`src/pkg/bpu_pkg.sv`:
```
// Constants and types for the bit processor and branch unit
package bpu_pkg;
  // ==========================================
  // Timing
  localparam int unsigned CLK_NS        = 10;
  localparam int unsigned OSC_PER_MC    = 12;
  localparam logic [3:0]  MC_LAST       = 4'(OSC_PER_MC - 1);
  localparam logic [1:0]  MC_ONE        = 2'h1;
  localparam logic [1:0]  MC_TWO        = 2'h2;
  // ==========================================
  // Addressing
  localparam logic [7:0]  BIT_SFR_BASE  = 8'h80;
  localparam logic [7:0]  RAM_BIT_BYTE  = 8'h20;
  localparam logic [7:0]  PSW_ADDR      = 8'hD0;
  localparam logic [7:0]  CARRY_BITADR  = 8'hD7;
  localparam int unsigned CARRY_POS     = 7;
  localparam logic [10:0] PAGE_MASK     = 11'h7FF;
  // ==========================================
  // Operations
  typedef enum logic [4:0] {
    OP_IDLE, OP_AND_BIT, OP_AND_NBIT, OP_OR_BIT, OP_OR_NBIT, OP_MOV_C_BIT,
    OP_MOV_BIT_C, OP_ZERO_C, OP_ZERO_BIT, OP_ONE_C, OP_ONE_BIT, OP_INV_C,
    OP_INV_BIT, OP_JFS, OP_JFC, OP_JBS, OP_JBC, OP_JBCLR, OP_SHORT_RELATIVE_JUMP, OP_LONG_JUMP,
    OP_PAGE_JUMP, OP_JIDX, OP_LONG_CALL, OP_PAGE_CALL, OP_RET, OP_INTERRUPT_EXIT, OP_JZ, OP_JNZ,
    OP_DECREMENT_BRANCH, OP_COMPARE_BRANCH_UNEQUAL
  } bpu_op_t;
  typedef enum logic [3:0] {
    ST_IDLE = 4'h1,
    ST_READ = 4'h2,
    ST_EXEC = 4'h4,
    ST_DONE = 4'h8
  } bpu_state_t;

  function automatic logic [7:0] bpu_byte_of(input logic [7:0] bitAdr);
    bpu_byte_of = bitAdr[7] ? {bitAdr[7:3], 3'h0} : (RAM_BIT_BYTE + {3'h0, bitAdr[7:3]});
  endfunction : bpu_byte_of

  function automatic logic [15:0] bpu_rel(input logic [15:0] pc, input logic [7:0] ofs);
    bpu_rel = pc + {{8{ofs[7]}}, ofs};
  endfunction : bpu_rel
endpackage : bpu_pkg

```
`src/pkg/bpu_mem_if.sv`:
```
// Byte access channel between sequencer and bit access unit
`timescale 1ns/10ps
interface bpu_mem_if;
  logic [7:0] bitAdr;
  logic [7:0] byteAdr;
  logic [2:0] bitPos;
  logic       bitVal;
  logic [7:0] rdByte;
  logic       wrBit;
  logic       wrVal;
  logic [7:0] wrByte;
  modport seq (output bitAdr, output wrBit, output wrVal, input bitVal, input byteAdr,
               input wrByte);
  modport acc (input bitAdr, input wrBit, input wrVal, input rdByte, output bitVal,
               output byteAdr, output bitPos, output wrByte);
endinterface : bpu_mem_if

```
`src/hdl/bpu_core.sv`:
```
// Bit processor and program flow execution unit
`timescale 1ns/10ps
module bpu_core
  import bpu_pkg::*;
(
  input  wire logic        clk_sys,
  input  wire logic        rst_n,
  input  wire logic        opValid,
  input  wire bpu_op_t     opCode,
  input  wire logic [7:0]  opBitAdr,
  input  wire logic [7:0]  opRel,
  input  wire logic [15:0] opTarget,
  input  wire logic [7:0]  opByte,
  input  wire logic [7:0]  opByte2,
  input  wire logic [15:0] pcNext,
  input  wire logic [7:0]  accIn,
  input  wire logic [15:0] ptrIn,
  input  wire logic [15:0] retAddr,
  input  wire logic [7:0]  memRdata,
  input  wire logic        carryIn,
  output logic             opReady,
  output logic [7:0]       memAddr,
  output logic             memWe,
  output logic [7:0]       memWdata,
  output logic             carryWe,
  output logic             carryOut,
  output logic             pcWe,
  output logic [15:0]      pcOut,
  output logic             pushPc,
  output logic             popPc,
  output logic             intDone,
  output logic             byteWe,
  output logic [7:0]       byteOut,
  output logic             done
);
  // ==========================================
  // Submodules
  logic      mcTick;
  bpu_mem_if mem ();
  bpu_mc_timer u_timer (.clk_sys(clk_sys), .rst_n(rst_n), .mcTick(mcTick));
  bpu_bit_access u_bits (.mem(mem));
  assign mem.rdByte = memRdata;

  // ==========================================
  // Sequencer
  bpu_state_t  st_q, st_d;
  bpu_op_t     op_q, op_d;
  logic [7:0]  bit_q, bit_d, rel_q, rel_d, b1_q, b1_d, b2_q, b2_d;
  logic [15:0] tgt_q, tgt_d, pcn_q, pcn_d;
  logic [1:0]  mc_q, mc_d, need_q, need_d;
  logic        cy_q, cy_d;
  logic        memWe_q, memWe_d, carryWe_q, carryWe_d, carry_q, carry_d;
  logic        pcWe_q, pcWe_d, push_q, push_d, pop_q, pop_d, intd_q, intd_d;
  logic        bwe_q, bwe_d, done_q, done_d;
  logic [7:0]  wd_q, wd_d, bo_q, bo_d;
  logic [15:0] pc_q, pc_d;
  logic        isBitOp, takeBr, newBit;
  logic [7:0]  dec;

  function automatic logic [1:0] bpu_cycles(input bpu_op_t op);
    case (op)
      OP_MOV_C_BIT, OP_ZERO_C, OP_ZERO_BIT, OP_ONE_C, OP_ONE_BIT,
      OP_INV_C, OP_INV_BIT, OP_IDLE: bpu_cycles = MC_ONE;
      default:                       bpu_cycles = MC_TWO;
    endcase
  endfunction : bpu_cycles

  always_comb begin
    isBitOp = !(op_q inside {OP_IDLE, OP_ZERO_C, OP_ONE_C, OP_INV_C, OP_JFS, OP_JFC,
                             OP_SHORT_RELATIVE_JUMP, OP_LONG_JUMP, OP_PAGE_JUMP, OP_JIDX, OP_LONG_CALL, OP_PAGE_CALL,
                             OP_RET, OP_INTERRUPT_EXIT, OP_JZ, OP_JNZ, OP_DECREMENT_BRANCH, OP_COMPARE_BRANCH_UNEQUAL});
    // Carry bit of the status word is served from the live carry for OP_JBS, OP_JBC, OP_JBCLR and OP_INV_BIT, from RAM otherwise
    mem.bitAdr = bit_q;
    mem.wrBit  = 1'b0;
    dec        = b1_q - 8'h01;
    newBit     = mem.bitVal;
    takeBr     = 1'b0;
    st_d = st_q; op_d = op_q; bit_d = bit_q; rel_d = rel_q; tgt_d = tgt_q;
    b1_d = b1_q; b2_d = b2_q; pcn_d = pcn_q; mc_d = mc_q; need_d = need_q;
    cy_d = cy_q;
    memWe_d = 1'b0; carryWe_d = 1'b0; carry_d = carry_q; pcWe_d = 1'b0;
    push_d = 1'b0; pop_d = 1'b0; intd_d = 1'b0; bwe_d = 1'b0; done_d = 1'b0;
    wd_d = wd_q; bo_d = bo_q; pc_d = pc_q;
    case (op_q)
      OP_JBS, OP_JBCLR: takeBr = (bit_q == CARRY_BITADR) ? cy_q : mem.bitVal;
      OP_JBC:           takeBr = !((bit_q == CARRY_BITADR) ? cy_q : mem.bitVal);
      OP_JFS:           takeBr = cy_q;
      OP_JFC:           takeBr = !cy_q;
      OP_SHORT_RELATIVE_JUMP:          takeBr = 1'b1;
      OP_JZ:            takeBr = (b1_q == 8'h00);
      OP_JNZ:           takeBr = (b1_q != 8'h00);
      OP_DECREMENT_BRANCH:          takeBr = (dec != 8'h00);
      OP_COMPARE_BRANCH_UNEQUAL:          takeBr = (b1_q != b2_q);
      default:          takeBr = 1'b0;
    endcase
    case (op_q)
      OP_ZERO_BIT, OP_JBCLR: newBit = 1'b0;
      OP_ONE_BIT:            newBit = 1'b1;
      OP_INV_BIT:            newBit = !mem.bitVal;
      OP_MOV_BIT_C:          newBit = cy_q;
      default:               newBit = mem.bitVal;
    endcase
    mem.wrVal = newBit;
    case (st_q)
      ST_IDLE: begin
        if (opValid) begin
          op_d = opCode; bit_d = opBitAdr; rel_d = opRel; tgt_d = opTarget;
          pcn_d = pcNext; cy_d = carryIn; need_d = bpu_cycles(opCode); mc_d = 2'h0;
          b1_d = (opCode inside {OP_JZ, OP_JNZ}) ? accIn : opByte;
          b2_d = opByte2;
          if (opCode == OP_JIDX) tgt_d = ptrIn + {8'h00, accIn};
          st_d = ST_READ;
        end
      end
      ST_READ: begin
        if (mcTick) begin
          mc_d = mc_q + 2'h1;
          if (mc_q + 2'h1 == need_q) st_d = ST_EXEC;
        end
      end
      ST_EXEC: begin
        st_d = ST_DONE; done_d = 1'b1;
        case (op_q)
          OP_AND_BIT:   begin carry_d = cy_q & mem.bitVal;  carryWe_d = 1'b1; end
          OP_AND_NBIT:  begin carry_d = cy_q & !mem.bitVal; carryWe_d = 1'b1; end
          OP_OR_BIT:    begin carry_d = cy_q | mem.bitVal;  carryWe_d = 1'b1; end
          OP_OR_NBIT:   begin carry_d = cy_q | !mem.bitVal; carryWe_d = 1'b1; end
          OP_MOV_C_BIT: begin carry_d = mem.bitVal;         carryWe_d = 1'b1; end
          OP_ZERO_C:    begin carry_d = 1'b0;               carryWe_d = 1'b1; end
          OP_ONE_C:     begin carry_d = 1'b1;               carryWe_d = 1'b1; end
          OP_INV_C:     begin carry_d = !cy_q;              carryWe_d = 1'b1; end
          OP_LONG_JUMP:      begin pc_d = tgt_q; pcWe_d = 1'b1; end
          OP_PAGE_JUMP:      begin pc_d = {pcn_q[15:11], tgt_q[10:0] & PAGE_MASK}; pcWe_d = 1'b1; end
          OP_JIDX:      begin pc_d = tgt_q; pcWe_d = 1'b1; end
          OP_LONG_CALL:     begin pc_d = tgt_q; pcWe_d = 1'b1; push_d = 1'b1; end
          OP_PAGE_CALL:     begin
            pc_d = {pcn_q[15:11], tgt_q[10:0]}; pcWe_d = 1'b1; push_d = 1'b1;
          end
          OP_RET:       begin pc_d = retAddr; pcWe_d = 1'b1; pop_d = 1'b1; end
          OP_INTERRUPT_EXIT:      begin
            pc_d = retAddr; pcWe_d = 1'b1; pop_d = 1'b1; intd_d = 1'b1;
          end
          OP_DECREMENT_BRANCH:      begin bo_d = dec; bwe_d = 1'b1; end
          OP_COMPARE_BRANCH_UNEQUAL:      begin carry_d = (b1_q < b2_q); carryWe_d = 1'b1; end
          default:      ;
        endcase
        if (takeBr) begin
          pc_d = bpu_rel(pcn_q, rel_q);
          pcWe_d = 1'b1;
        end
        // Only the carry-directed bit address bypasses RAM
        if (isBitOp && newBit != mem.bitVal && bit_q != CARRY_BITADR &&
            op_q inside {OP_ZERO_BIT, OP_ONE_BIT, OP_INV_BIT, OP_MOV_BIT_C, OP_JBCLR}) begin
          memWe_d = 1'b1; wd_d = mem.wrByte;
        end
        if (isBitOp && bit_q == CARRY_BITADR &&
            op_q inside {OP_ZERO_BIT, OP_ONE_BIT, OP_INV_BIT, OP_MOV_BIT_C, OP_JBCLR}) begin
          carry_d = (op_q == OP_INV_BIT) ? !cy_q : newBit; carryWe_d = 1'b1;
        end
      end
      ST_DONE: st_d = ST_IDLE;
      default: st_d = ST_IDLE;
    endcase
  end

  always_ff @(posedge clk_sys or negedge rst_n) begin
    if (!rst_n) begin
      st_q <= ST_IDLE; op_q <= OP_IDLE; bit_q <= 8'h00; rel_q <= 8'h00; tgt_q <= 16'h0000;
      b1_q <= 8'h00; b2_q <= 8'h00; pcn_q <= 16'h0000; mc_q <= 2'h0; need_q <= 2'h0;
      cy_q <= 1'b0; memWe_q <= 1'b0; carryWe_q <= 1'b0; carry_q <= 1'b0; pcWe_q <= 1'b0;
      push_q <= 1'b0; pop_q <= 1'b0; intd_q <= 1'b0; bwe_q <= 1'b0; done_q <= 1'b0;
      wd_q <= 8'h00; bo_q <= 8'h00; pc_q <= 16'h0000;
    end else begin
      st_q <= st_d; op_q <= op_d; bit_q <= bit_d; rel_q <= rel_d; tgt_q <= tgt_d;
      b1_q <= b1_d; b2_q <= b2_d; pcn_q <= pcn_d; mc_q <= mc_d; need_q <= need_d;
      cy_q <= cy_d; memWe_q <= memWe_d; carryWe_q <= carryWe_d; carry_q <= carry_d;
      pcWe_q <= pcWe_d; push_q <= push_d; pop_q <= pop_d; intd_q <= intd_d;
      bwe_q <= bwe_d; done_q <= done_d; wd_q <= wd_d; bo_q <= bo_d; pc_q <= pc_d;
    end
  end

  assign opReady  = (st_q == ST_IDLE);
  assign memAddr  = mem.byteAdr;
  assign memWe    = memWe_q;
  assign memWdata = wd_q;
  assign carryWe  = carryWe_q;
  assign carryOut = carry_q;
  assign pcWe     = pcWe_q;
  assign pcOut    = pc_q;
  assign pushPc   = push_q;
  assign popPc    = pop_q;
  assign intDone  = intd_q;
  assign byteWe   = bwe_q;
  assign byteOut  = bo_q;
  assign done     = done_q;

  // ==========================================
  // Checks
  property p_compare_branch_unequal_carry;
    @(posedge clk_sys) disable iff (!rst_n)
      (st_q == ST_EXEC && op_q == OP_COMPARE_BRANCH_UNEQUAL) |=> carryWe && (carryOut == (b1_q < b2_q));
  endproperty
  a_compare_branch_unequal_carry: assert property (p_compare_branch_unequal_carry) else $error("compare carry not written");
  property p_interrupt_exit_done;
    @(posedge clk_sys) disable iff (!rst_n) intDone |-> popPc && pcWe;
  endproperty
  a_interrupt_exit_done: assert property (p_interrupt_exit_done) else $error("interrupt exit without return");
  property p_page_jump_high;
    @(posedge clk_sys) disable iff (!rst_n)
      (st_q == ST_EXEC && op_q == OP_PAGE_JUMP) |=> pcOut[15:11] == $past(pcn_q[15:11]);
  endproperty
  a_page_jump_high: assert property (p_page_jump_high) else $error("page jump altered high bits");
  property p_one_cycle;
    @(posedge clk_sys) disable iff (!rst_n)
      (opValid && opReady && opCode == OP_IDLE) |-> ##[1:13] (st_q == ST_EXEC);
  endproperty
  a_one_cycle: assert property (p_one_cycle) else $error("idle took too long");
  property p_two_cycle;
    @(posedge clk_sys) disable iff (!rst_n)
      (opValid && opReady && opCode == OP_LONG_JUMP) |-> ##[13:25] (st_q == ST_EXEC);
  endproperty
  a_two_cycle: assert property (p_two_cycle) else $error("jump timing wrong");
  property p_rel;
    @(posedge clk_sys) disable iff (!rst_n)
      (st_q == ST_EXEC && op_q == OP_SHORT_RELATIVE_JUMP) |=>
        pcWe && pcOut == ($past(pcn_q) + {{8{$past(rel_q[7])}}, $past(rel_q)});
  endproperty
  a_rel: assert property (p_rel) else $error("relative target wrong");
  property p_decrement_branch;
    @(posedge clk_sys) disable iff (!rst_n)
      (st_q == ST_EXEC && op_q == OP_DECREMENT_BRANCH && b1_q == 8'h01) |=> !pcWe && byteOut == 8'h00;
  endproperty
  a_decrement_branch: assert property (p_decrement_branch) else $error("decrement branched on zero");
  property p_done;
    @(posedge clk_sys) disable iff (!rst_n) done |-> ##1 opReady;
  endproperty
  a_done: assert property (p_done) else $error("not ready after done");
  c_call: cover property (@(posedge clk_sys) pushPc);
  c_interrupt_exit: cover property (@(posedge clk_sys) intDone);
  c_bitw: cover property (@(posedge clk_sys) memWe);
endmodule : bpu_core

```
`src/hdl/bpu_bit_access.sv`:
```
// Maps a bit address to byte and merges a bit into that byte
`timescale 1ns/10ps
module bpu_bit_access
  import bpu_pkg::*;
(
  bpu_mem_if.acc mem
);
  always_comb begin
    mem.byteAdr = bpu_byte_of(mem.bitAdr);
    mem.bitPos  = mem.bitAdr[2:0];
    mem.bitVal  = mem.rdByte[mem.bitAdr[2:0]];
    mem.wrByte  = mem.rdByte;
    mem.wrByte[mem.bitAdr[2:0]] = mem.wrVal;
  end
endmodule : bpu_bit_access

```
`src/hdl/bpu_mc_timer.sv`:
```
// Machine cycle tick generator
`timescale 1ns/10ps
module bpu_mc_timer
  import bpu_pkg::*;
(
  input  wire logic clk_sys,
  input  wire logic rst_n,
  output logic      mcTick
);
  logic [3:0] cnt_q, cnt_d;
  always_comb begin
    cnt_d  = (cnt_q == MC_LAST) ? 4'h0 : cnt_q + 4'h1;
    mcTick = (cnt_q == MC_LAST);
  end
  always_ff @(posedge clk_sys or negedge rst_n) begin
    if (!rst_n) begin
      cnt_q <= 4'h0;
    end else begin
      cnt_q <= cnt_d;
    end
  end
endmodule : bpu_mc_timer

```
`config.mk`:
```
export PLATFORM = sky130hd
export DESIGN_NAME = bpu_core
export DESIGN_NICKNAME = d
export VERILOG_FILES = /design/src/pkg/bpu_pkg.sv /design/src/pkg/bpu_mem_if.sv /design/src/hdl/bpu_core.sv /design/src/hdl/bpu_bit_access.sv /design/src/hdl/bpu_mc_timer.sv
export SDC_FILE = /design/constraint.sdc
export NUM_CORES = 1
export LEC_CHECK = 0
export CAP_MARGIN = 0
export CORE_MARGIN = 1.5
export CORE_UTILIZATION = 35
export CTS_CLUSTER_SIZE = 8
export DETAILED_ROUTE_END_ITERATION = 12
export DONT_BUFFER_PORTS = 1
export MAX_ROUTING_LAYER = met4
export PLACE_DENSITY_LB_ADDON = 0.05
export REMOVE_ABC_BUFFERS = 1
export SYNTH_ARGS = -nofsm -noshare
export SYNTH_HDL_FRONTEND = slang
export SYNTH_SLANG_ARGS = --single-unit
```
`constraint.sdc`:
```
create_clock -name clk_sys -period 3.12 [get_ports clk_sys]
set_input_delay 0.156 -clock clk_sys [delete_from_list [all_inputs] [get_ports clk_sys]]
set_output_delay 0.156 -clock clk_sys [all_outputs]
set_load 0.005 [all_outputs]
```
### Word level (Yosys, flattened, before mapping)

Memories as Yosys holds them, arrays and structs flattened.
Cells that the tools add are included.

| storage, ports and cells | value |
|---|---|
| memories | 1 |
| bits in registers | 123 |
| ROM bits | 32 |

Memories:

| name | depth | width | rd ports | clocked after Yosys merged registers in | write ports | RTL line | source |
|---|---|---|---|---|---|---|---|
| (name not given) | 16 | 2 | 1 | 0 | 0 | bpu_core.sv:61 | `case (op)` |

| operators by class | value |
|---|---|
| bitwise gates (word level) | 4 |
| order comparisons | 3 |
| $add $sub $neg | 6 |
| equal/unequal tests | 44 |
| muxes and demuxes | 42 |
| reduce and logical (&&, ||, !) cells | 35 |

Operators with widths:

| cell | number |
|---|---|
| $eq A5 B5 Y1 const B | 17 |
| $pmux W16 S3 | 1 |
| $eq A5 B4 Y1 const B | 8 |
| $mux W16 | 2 |
| $mux W1 | 22 |
| $eq A5 B3 Y1 const B | 4 |
| $pmux W1 S9 | 2 |
| $reduce_bool A18 Y1 | 1 |
| $add A16 B16 Y16 | 1 |
| $add A16 B8 Y16 | 1 |
| $mux W4 | 4 |
| $mux W8 | 2 |
| $reduce_bool A8 Y1 | 2 |
| $pmux W4 S3 | 1 |
| $eq A5 B2 Y1 const B | 2 |
| $reduce_and A2 Y1 | 5 |
| $reduce_bool A10 Y1 | 1 |
| $reduce_or A2 Y1 | 5 |
| $reduce_or A9 Y1 | 1 |
| $bwmux W8 | 1 |
| $eq A8 B8 Y1 const B | 1 |
| $logic_not A8 Y1 | 1 |
| $lt A8 B8 Y1 | 1 |
| $ne A8 B8 Y1 | 1 |
| 31 further kinds | 47 |

### Depth between registers and ports, before layout

Gate-level depths: netlist of the first run.

| logic depth | value |
|---|---|
| depth after elaboration | 10 |
| mapped depth | 11 |

### Modules after synthesis

From an unflattened synthesis of the first run, not the netlist that was laid out.

| second synthesis, totals | value |
|---|---|
| cells, all modules | 856 |
| area, all modules | 7531.0 µm² |

Modules (own cells, without submodules):

| module | instances | cells an instance | seq. area each (µm²) | area each (µm²) |
|---|---|---|---|---|
| bpu_core | 1 | 799 | 2979.1 | 6984.2 |
| bpu_bit_access | 1 | 43 | 0.0 | 372.9 |
| bpu_mc_timer | 1 | 14 | 100.1 | 173.9 |

### Least setup slack after synthesis of the first run

No wires, ideal clock.

| timing path | value |
|---|---|
| path kind | register to register |
| start | register b1_q[0] |
| end | register pc_q[4], in the netlist pcOut[4] |
| stages on the path, launching flop included | 11 |
| clock period less this slack | 2592 ps |
| arrival time | 2464 ps |
| path slack | 528 ps |
| path buffers | 1 |
| library setup time | 127 ps |
| path through | dfrtp_1 -> inv_1 -> ha_1 -> nor3b_1 -> a211oi_1 -> a311oi_1 -> nand4_1 -> o21ai_1 -> buf_4 -> inv_2 -> mux2_1 |

| between the ends | value |
|---|---|
| word-level cells in the longest chain between the ends | 5 |
| elaborated cells on any way between the ends | 9 |
| those cells by class | 1 x add/sub; 1 x eq/ne; 2 x mux; 5 x reduce/logical |

RTL lines:

| what | RTL line | source |
|---|---|---|
| start: declaration | bpu_core.sv:48 | `logic [7:0] bit_q, bit_d, rel_q, rel_d, b1_q, b1_d, b2_q, b2_d;` |
| start signal: assignment | bpu_core.sv:169 | `b1_q <= 8'h00; b2_q <= 8'h00; pcn_q <= 16'h0000; mc_q <= 2'h0; need_q <= 2'h0;` |
| start signal: assignment | bpu_core.sv:175 | `b1_q <= b1_d; b2_q <= b2_d; pcn_q <= pcn_d; mc_q <= mc_d; need_q <= need_d;` |
| $sub A8 B1 Y8 (*) | bpu_core.sv:75 | `dec = b1_q - 8'h01;` |
| net dec[0] | bpu_core.sv:58 | `logic [7:0] dec;` |
| $reduce_bool A8 Y1 (*) | bpu_core.sv:92 | `OP_DECREMENT_BRANCH: takeBr = (dec != 8'h00);` |
| $pmux W1 S9 (*) | bpu_core.sv:84 | `case (op_q)` |
| $reduce_bool A4 Y1 (no source line) | -- |  |
| $reduce_and A2 Y1 (no source line) | -- |  |
| end signal: assignment | bpu_core.sv:178 | `bwe_q <= bwe_d; done_q <= done_d; wd_q <= wd_d; bo_q <= bo_d; pc_q <= pc_d;` |
| end: declaration | bpu_core.sv:56 | `logic [15:0] pc_q, pc_d;` |

Mark *: on every way through the listed nets, which the timed path passes. The rest lies on a longest branch.
A chain may end at the register's enable or synchronous reset.

### Final worst setup path of the first run

| timing path | value |
|---|---|
| start | register st_q[0] |
| end | register tgt_q[8] |

| between the ends | value |
|---|---|
| word-level cells in the longest chain between the ends | 2 |

RTL lines:

| what | RTL line | source |
|---|---|---|
| start: declaration | bpu_core.sv:46 | `bpu_state_t st_q, st_d;` |
| start signal: assignment | bpu_core.sv:174 | `st_q <= st_d; op_q <= op_d; bit_q <= bit_d; rel_q <= rel_d; tgt_q <= tgt_d;` |
| $eq A4 B1 Y1 | bpu_core.sv:104 | `case (st_q)` |
| $reduce_and A2 Y1 (no source line) | -- |  |
| end signal: assignment | bpu_core.sv:174 |  |
| end: declaration | bpu_core.sv:49 | `logic [15:0] tgt_q, tgt_d, pcn_q, pcn_d;` |

Every way passes these cells.

==> results of run 1 <==
-- worst paths after layout --
check	end	slack [ns]
worst max-delay path	tgt_q[8]	0.24
worst min-delay path	tgt_q[6]	0.03
worst max register to register	tgt_q[8]	0.24
worst min register to register	u_timer.cnt_q[0]	0.48
max in group asynchronous	pcOut[4]	2.26
min in group asynchronous	memWe	0.36
-- cell usage after synthesis, types with 7 or more instances --
master    number  share of area (%)
a211oi_1       7               0.70
a21o_1         8               0.80
a21oi_1       33                2.2
a31oi_1       12               0.99
clkbuf_1      33                1.6
dfrtp_1      122                 40
ha_1          34                5.6
inv_1         33                1.6
mux2_2        11                1.6
mux2i_1       41                5.4
nand2_1      197                9.8
nand2b_1       9               0.75
nand3_1       13               0.86
nand3b_1       8               0.80
nand4_1        7               0.58
nor2_1        42                2.1
nor2b_1        9               0.75
nor3_1        15               0.99
o21ai_0       66                4.4
o21ai_1        9               0.60
o31ai_1        8               0.80
xnor2_1       21                2.4
-- through the flow --
step                      hold slack (ns)  TNS (ns)  setup slack [ns]  total power [W]
after global placement             -0.135         0             0.361          0.00642
after CTS                         0.00658         0             0.179          0.00877
after floorplan                    -0.140     -2.01            -0.310          0.00534
after detailed placement           -0.135         0             0.300          0.00643
after global routing               0.0295         0           0.00893          0.00942
final                              0.0329         0             0.245          0.00869
-- layout by cell type (no fill, tap or decap), types with 11 or more instances in the layout --
cell,n
a21oi_1,33
a31oi_1,12
buf_4,15
clkbuf_16,17
dfrtp_1,122
dlygate4sd3_1,91
ha_1,34
inv_1,33
mux2_2,11
mux2i_1,41
nand2_1,196
nand3_1,13
nor2_1,41
nor3_1,15
o21ai_0,66
xnor2_1,21
-- critical path: stages (launching register included) --
cell           delay [ns]
dfstp_2              0.53
nor4b_1              0.24
buf_4                0.18
nand2_2              0.35
nor2_1               0.67
a22oi_1              0.13
o21ai_0              0.12
dlygate4sd3_1        0.57
-- layout make-up --
type	count	area [um2]	share of cell area, %
Antenna cell	1	2.50	0.0267
Clock buffer	20	467	4.98
Clock inverter	12	163	1.73
Inverter	34	128	1.36
Multi-Input combinational cell	659	4140	44.2
Sequential cell	123	3080	32.8
Tap cell	275	344	3.67
Timing Repair Buffer	107	1050	11.2
-- registers in the layout, summed over array words and instances (netlist names), 2 cells and up --
signal         count
rel_q              8
mc_q               2
need_q             2
b1_q               8
memWdata           8
op_q               5
byteOut            8
pcn_q             16
st_q               4
b2_q               8
bit_q              8
pcOut             16
u_timer.cnt_q      4
tgt_q             16
-- power breakdown --
group	switching, W	internal [W]
sequential	0.000573	0.00207
clock	0.000776	0.00133
combinational	0.00218	0.00176
-- per-layer routing --
| layer | GRT usage, % | wire length [um] |
|---|---|---|
| met1 | 28.4 | 10800 |
| met2 | 30.0 | 9420 |
| met4 | 5.93 | 281 |
| met3 | 4.60 | 1360 |
| met5 | - | 0 |
-- cells by family after synthesis --
group | share of synthesized area [%]
buf+inv | 4.44
simple gates | 21.2
compound gates | 16.6
xor+xnor | 2.67
mux | 8.12
fa+ha+maj | 6.17
flops | 40.8
-- what timing repair did --
item | CTS | global route
endpoints found under the setup margin | 0 | 2
hold buffers | 92 | 0
resized for setup | 0 | 1
hold endpoints to repair | 202 | 0
==> results by group, run 1 <==
Drt
  • Initial DRT Pass Iterations: 4
  • # DRC: 0
  • Vias per std cell: 5.29
  • DR iter-0 viols: 310
  • Routed wire per std cell: 17.7 um
  • Routed Antenna Nets: 0
  • Final wirelength: 21800 um
  • Vias: 6511

STA
  • Slew Limit Fails: 0
  • Slew of the pin with the lowest slew margin: 0.783 ns
  • Fin crit period: 2.88 ns
  • RSZ-0062 raised after global routing: false
  • Max_slew headroom: 47.1%
  • F_max: 348 MHz
  • Final setup viols: 0
  • Tcrit/Tclk final: 92.2%
  • Layout Skew: 0.00881 ns
  • Final hold violation count: 0

Critical path
  • Worst reg2reg startpoint: st_q[0]
  • R2r worst-path depth: 7
  • CP endpoint kind: flop
  • Worst Setup SP: st_q[0]
  • CP startpoint kind: flop
  • Worst-path fanout max: 26
  • Setup CP Type: reg2reg
  • CP required: 3.47 ns
  • CP arrival: 3.23 ns

Synth
  • Cells after Synth: 862
  • Avg Inst Size Synth: 8.76 um2
  • Share of synthesized registers carrying an async set or reset: 100%
  • Synth cell types: 71
  • EDFF count, synth: 0
  • Synth Warn #: 0
  • #FFs+latches synth: 123
  • Seq/Total Area, Yosys: 40.8%
  • Mapped Area: 7550 um2
  • Primary FF master, synth: dfrtp_1

Layout
  • Final Non-Filler Cells: 1231
  • Final core utilization: 44.5%
  • Fill cells: 2094
  • Share of layout cells above drive strength 1: 8.80%
  • Fin area: 9380 um2
  • Area grow syn2layout: 24.2%
  • Nets: 1099

Worst hold path
  • Hold Path Depth: 3
  • Hold crit path type: in2reg
  • Hold_sp: opTarget[6]

Power
  • P per Cell Area: 926 nW/um2
  • Worst vdd ir: 0.438 mV
  • Leakage: 4.22 nW

CTS
  • CTS root buf: clkbuf_16
  • Skew-Pair Late Insertion Delay: 0.42 ns
  • Clock Tree Buf Depth: 2
  • Htree depth: 4
  • Reg clk slew, reported paths: 0.06 ns
  • Total clock sinks: 123
  • CTS Buf Count: 17
  • Post-CTS setup buffer count: 0
  • CTS tree: done

Global route
  • Largest net degree at the start of global routing: 124
  • First-pass GRT wire length: 34900 um
  • GRT overflow: 0
  • Total GRT Usage: 20.6%
  • Number of global-route vias before repair: 6451
  • Initial antenna violation count: 0

Floorplanning
  • Core Region: 21100 um2
  • Die height: 150 um
  • Starting Density: 35.8%
  • I/O pin total: 171
  • Die footprint: 22500 um2
  • Site row count: 53
  • Die Wd: 150 um

Placed design
  • HPWL after DPL: 15800 um
  • Inst Count DP: 1106
  • Cell Area, Placed: 7800 um2
  • I/O Buffers: 0
  • RePlAce Congestion: 0.857

Run status
  • Status: completed

Job
  • Total of max-cap violations: 0
(Power assumes the default switching activity.)
==> run 2: changes to the inputs <==
Settings changed: SETUP_SLACK_MARGIN from default to 0.5.
==> results by group, run 2 (synthesis gave the netlist of run 1 again) <==
Global route
  • Initial antenna violation count: 0 (unchanged)
  • Number of global-route vias before repair: 6482 (was 6451)
  • GRT overflow: 0 (unchanged)
  • Total GRT Usage: 21.0% (was 20.6%)
  • First-pass GRT wire length: 35500 um (was 34900 um)
  • Largest net degree at the start of global routing: 124 (unchanged)

Layout
  • Multi-input gate area: 4250 um2 (was 4140 um2)
  • Fin area: 9590 um2 (was 9380 um2)
  • Fill cells: 2077 (was 2094)
  • Most common cell after layout, fill and taps aside: nand2_1 (unchanged)
  • Most frequent cells in the layout: nand2_1, dfrtp_1, dlygate4sd3_1, o21ai_0, nor2_1 (was nand2_1, dfrtp_1, dlygate4sd3_1, o21ai_0)
  • Nets: 1114 (was 1099)
  • Area grow syn2layout: 27.0% (was 24.2%)
  • Share of layout cells above drive strength 1: 12.6% (was 8.80%)
  • Reg area: 3090 um2 (was 3080 um2)

Critical path
  • CP endpoint kind: flop (unchanged)
  • CP startpoint kind: flop (unchanged)
  • CP required: 3.43 ns (was 3.47 ns)
  • Setup CP Type: reg2reg (unchanged)
  • CP arrival: 2.82 ns (was 3.23 ns)
  • Worst-path fanout max: 10 (was 26)

Drt
  • Vias: 6610 (was 6511)
  • # DRC: 0 (unchanged)
  • Vias per std cell: 5.30 (was 5.29)
  • Final wirelength: 22600 um (was 21800 um)
  • Routed wire per std cell: 18.1 um (was 17.7 um)
  • Routed Antenna Nets: 0 (unchanged)
  • DR iter-0 viols: 338 (was 310)
  • Initial DRT Pass Iterations: 4 (unchanged)

CTS
  • CTS tree: done (unchanged)
  • Htree depth: 4 (unchanged)
  • Reg clk slew, reported paths: 0.06 ns (about the same)
  • Total clock sinks: 123 (unchanged)
  • CTS Buf Count: 17 (unchanged)
  • Clock Tree Buf Depth: 2 (unchanged)
  • CTS root buf: clkbuf_16 (unchanged)
  • Skew-Pair Late Insertion Delay: 0.42 ns (about the same)
  • Post-CTS Hold Buffers: 91 (was 92)

Run status
  • Failing checks: hold timing
  • Status: complete, but fails checks (was completed)

Placed design
  • I/O Buffers: 0 (unchanged)
  • HPWL after DPL: 15800 um (unchanged)
  • RePlAce Congestion: 0.857 (unchanged)
  • Cell Area, Placed: 7800 um2 (unchanged)

Power
  • Flop pwr share: 29.6% (was 30.4%)
  • Combinational share of power: 46.8% (was 45.4%)
  • Switching share of power: 40.8% (was 40.7%)
  • Clk pwr share: 23.6% (was 24.2%)
  • Leakage: 4.30 nW (was 4.22 nW)
  • Worst vdd ir: 0.398 mV (was 0.438 mV)
  • Pwr Total: 0.00892 W (was 0.00869 W)
  • Sw Pwr: 0.00364 W (was 0.00353 W)
  • P per Cell Area: 931 nW/um2 (was 926 nW/um2)
  • Pint: 0.00528 W (was 0.00515 W)

Floorplanning
  • Die footprint: 22500 um2 (unchanged)
  • Die height: 150 um (unchanged)
  • Starting Density: 35.8% (unchanged)
  • I/O pin total: 171 (unchanged)
  • Core Region: 21100 um2 (unchanged)
  • Die Wd: 150 um (unchanged)
  • Site row count: 53 (unchanged)

STA
  • F_max: 398 MHz (was 348 MHz)
  • Layout Skew: 0.00829 ns (was 0.00881 ns)
  • Slew of the pin with the lowest slew margin: 0.786 ns (was 0.783 ns)
  • RSZ-0062 raised after global routing: false (unchanged)
  • Fin crit period: 2.51 ns (was 2.88 ns)
  • Hold slack: -0.563 ns (was 0.0329 ns)
  • Tcrit/Tclk final: 80.5% (was 92.2%)
  • Slew Limit Fails: 0 (unchanged)
  • Final hold violation count: 123 (was 0)
  • Max_slew headroom: 46.8% (was 47.1%)
  • Final setup viols: 0 (unchanged)
  • Setup TNS: 0 ns (unchanged)

Job
  • Total of max-cap violations: 0 (unchanged)

Worst hold path
  • Hold crit path type: in2async (was in2reg)
[run 2: worst paths after layout]
path,slack [ns],from,depth (start not counted),end
worst max-delay path,0.61,b1_q[1],11,pcOut[12]
worst min-delay path,-0.56,rst_n,0,memWe
worst max register to register,0.61,b1_q[1],11,pcOut[12]
worst min register to register,0.47,u_timer.cnt_q[0],1,u_timer.cnt_q[0]
max in group asynchronous,3.49,rst_n,0,st_q[0]
min in group clk_sys,0.03,opTarget[6],3,tgt_q[6]
[run 2: routing by layer]
metal	routed length, um	part of all wire, %	global-route usage (%)	vias to the layer above
met3	1380	6.1	4.57	19
li1	-	-	-	3227
met4	292	1.3	6.03	0
met1	11000	49	29.1	3158
met5	0	0	-	-
met2	9900	44	30.6	206
[run 2: metrics by stage]
step,std cells,setup WS [ns],util [%]
floorplan,816,-0.310,-
detailed placement,1106,0.300,37.0
global placement,1106,0.361,37.0
CTS,1233,0.507,44.7
global route,1245,0.492,45.4
finish,1246,0.607,45.5
[run 2: layout make-up]
cell class	instances	area share (%)
clock inverters	12	1.70
flip-flops and latches	123	32.2
repair buffers	121	12.0
clock buffers	20	4.87
multi-input cells	660	44.3
well taps	275	3.59
inverters	34	1.33
diodes	1	0.0261
[run 2: critical path, cell delays in order, from the launching register on]
cell	delay [ns]
dfrtp_2	0.45
inv_1	0.12
ha_4	0.17
or3b_2	0.48
nor4_2	0.25
a311oi_1	0.09
buf_4	0.19
nand4_1	0.10
o21ai_2	0.09
buf_6	0.16
o21bai_1	0.15
o22a_1	0.16
[run 2: power by group through the flow]
stage / registers [W] / clock network, W / logic, W
finish: 0.00264 / 0.00211 / 0.00417
global route: 0.00273 / 0.00224 / 0.00468
CTS: 0.00266 / 0.00216 / 0.00401
detailed placement: 0.00267 / 0 / 0.00376
global placement: 0.00265 / 0 / 0.00376
floorplan: 0.00249 / 0 / 0.00285
[run 2: repair_timing]
item,in CTS,in global routing
endpoints found under the hold margin,202,123
gates resized for setup,13,18
gates cloned,1,0
setup endpoints to repair,24,28
setup buffers,3,12
pin swaps,0,6
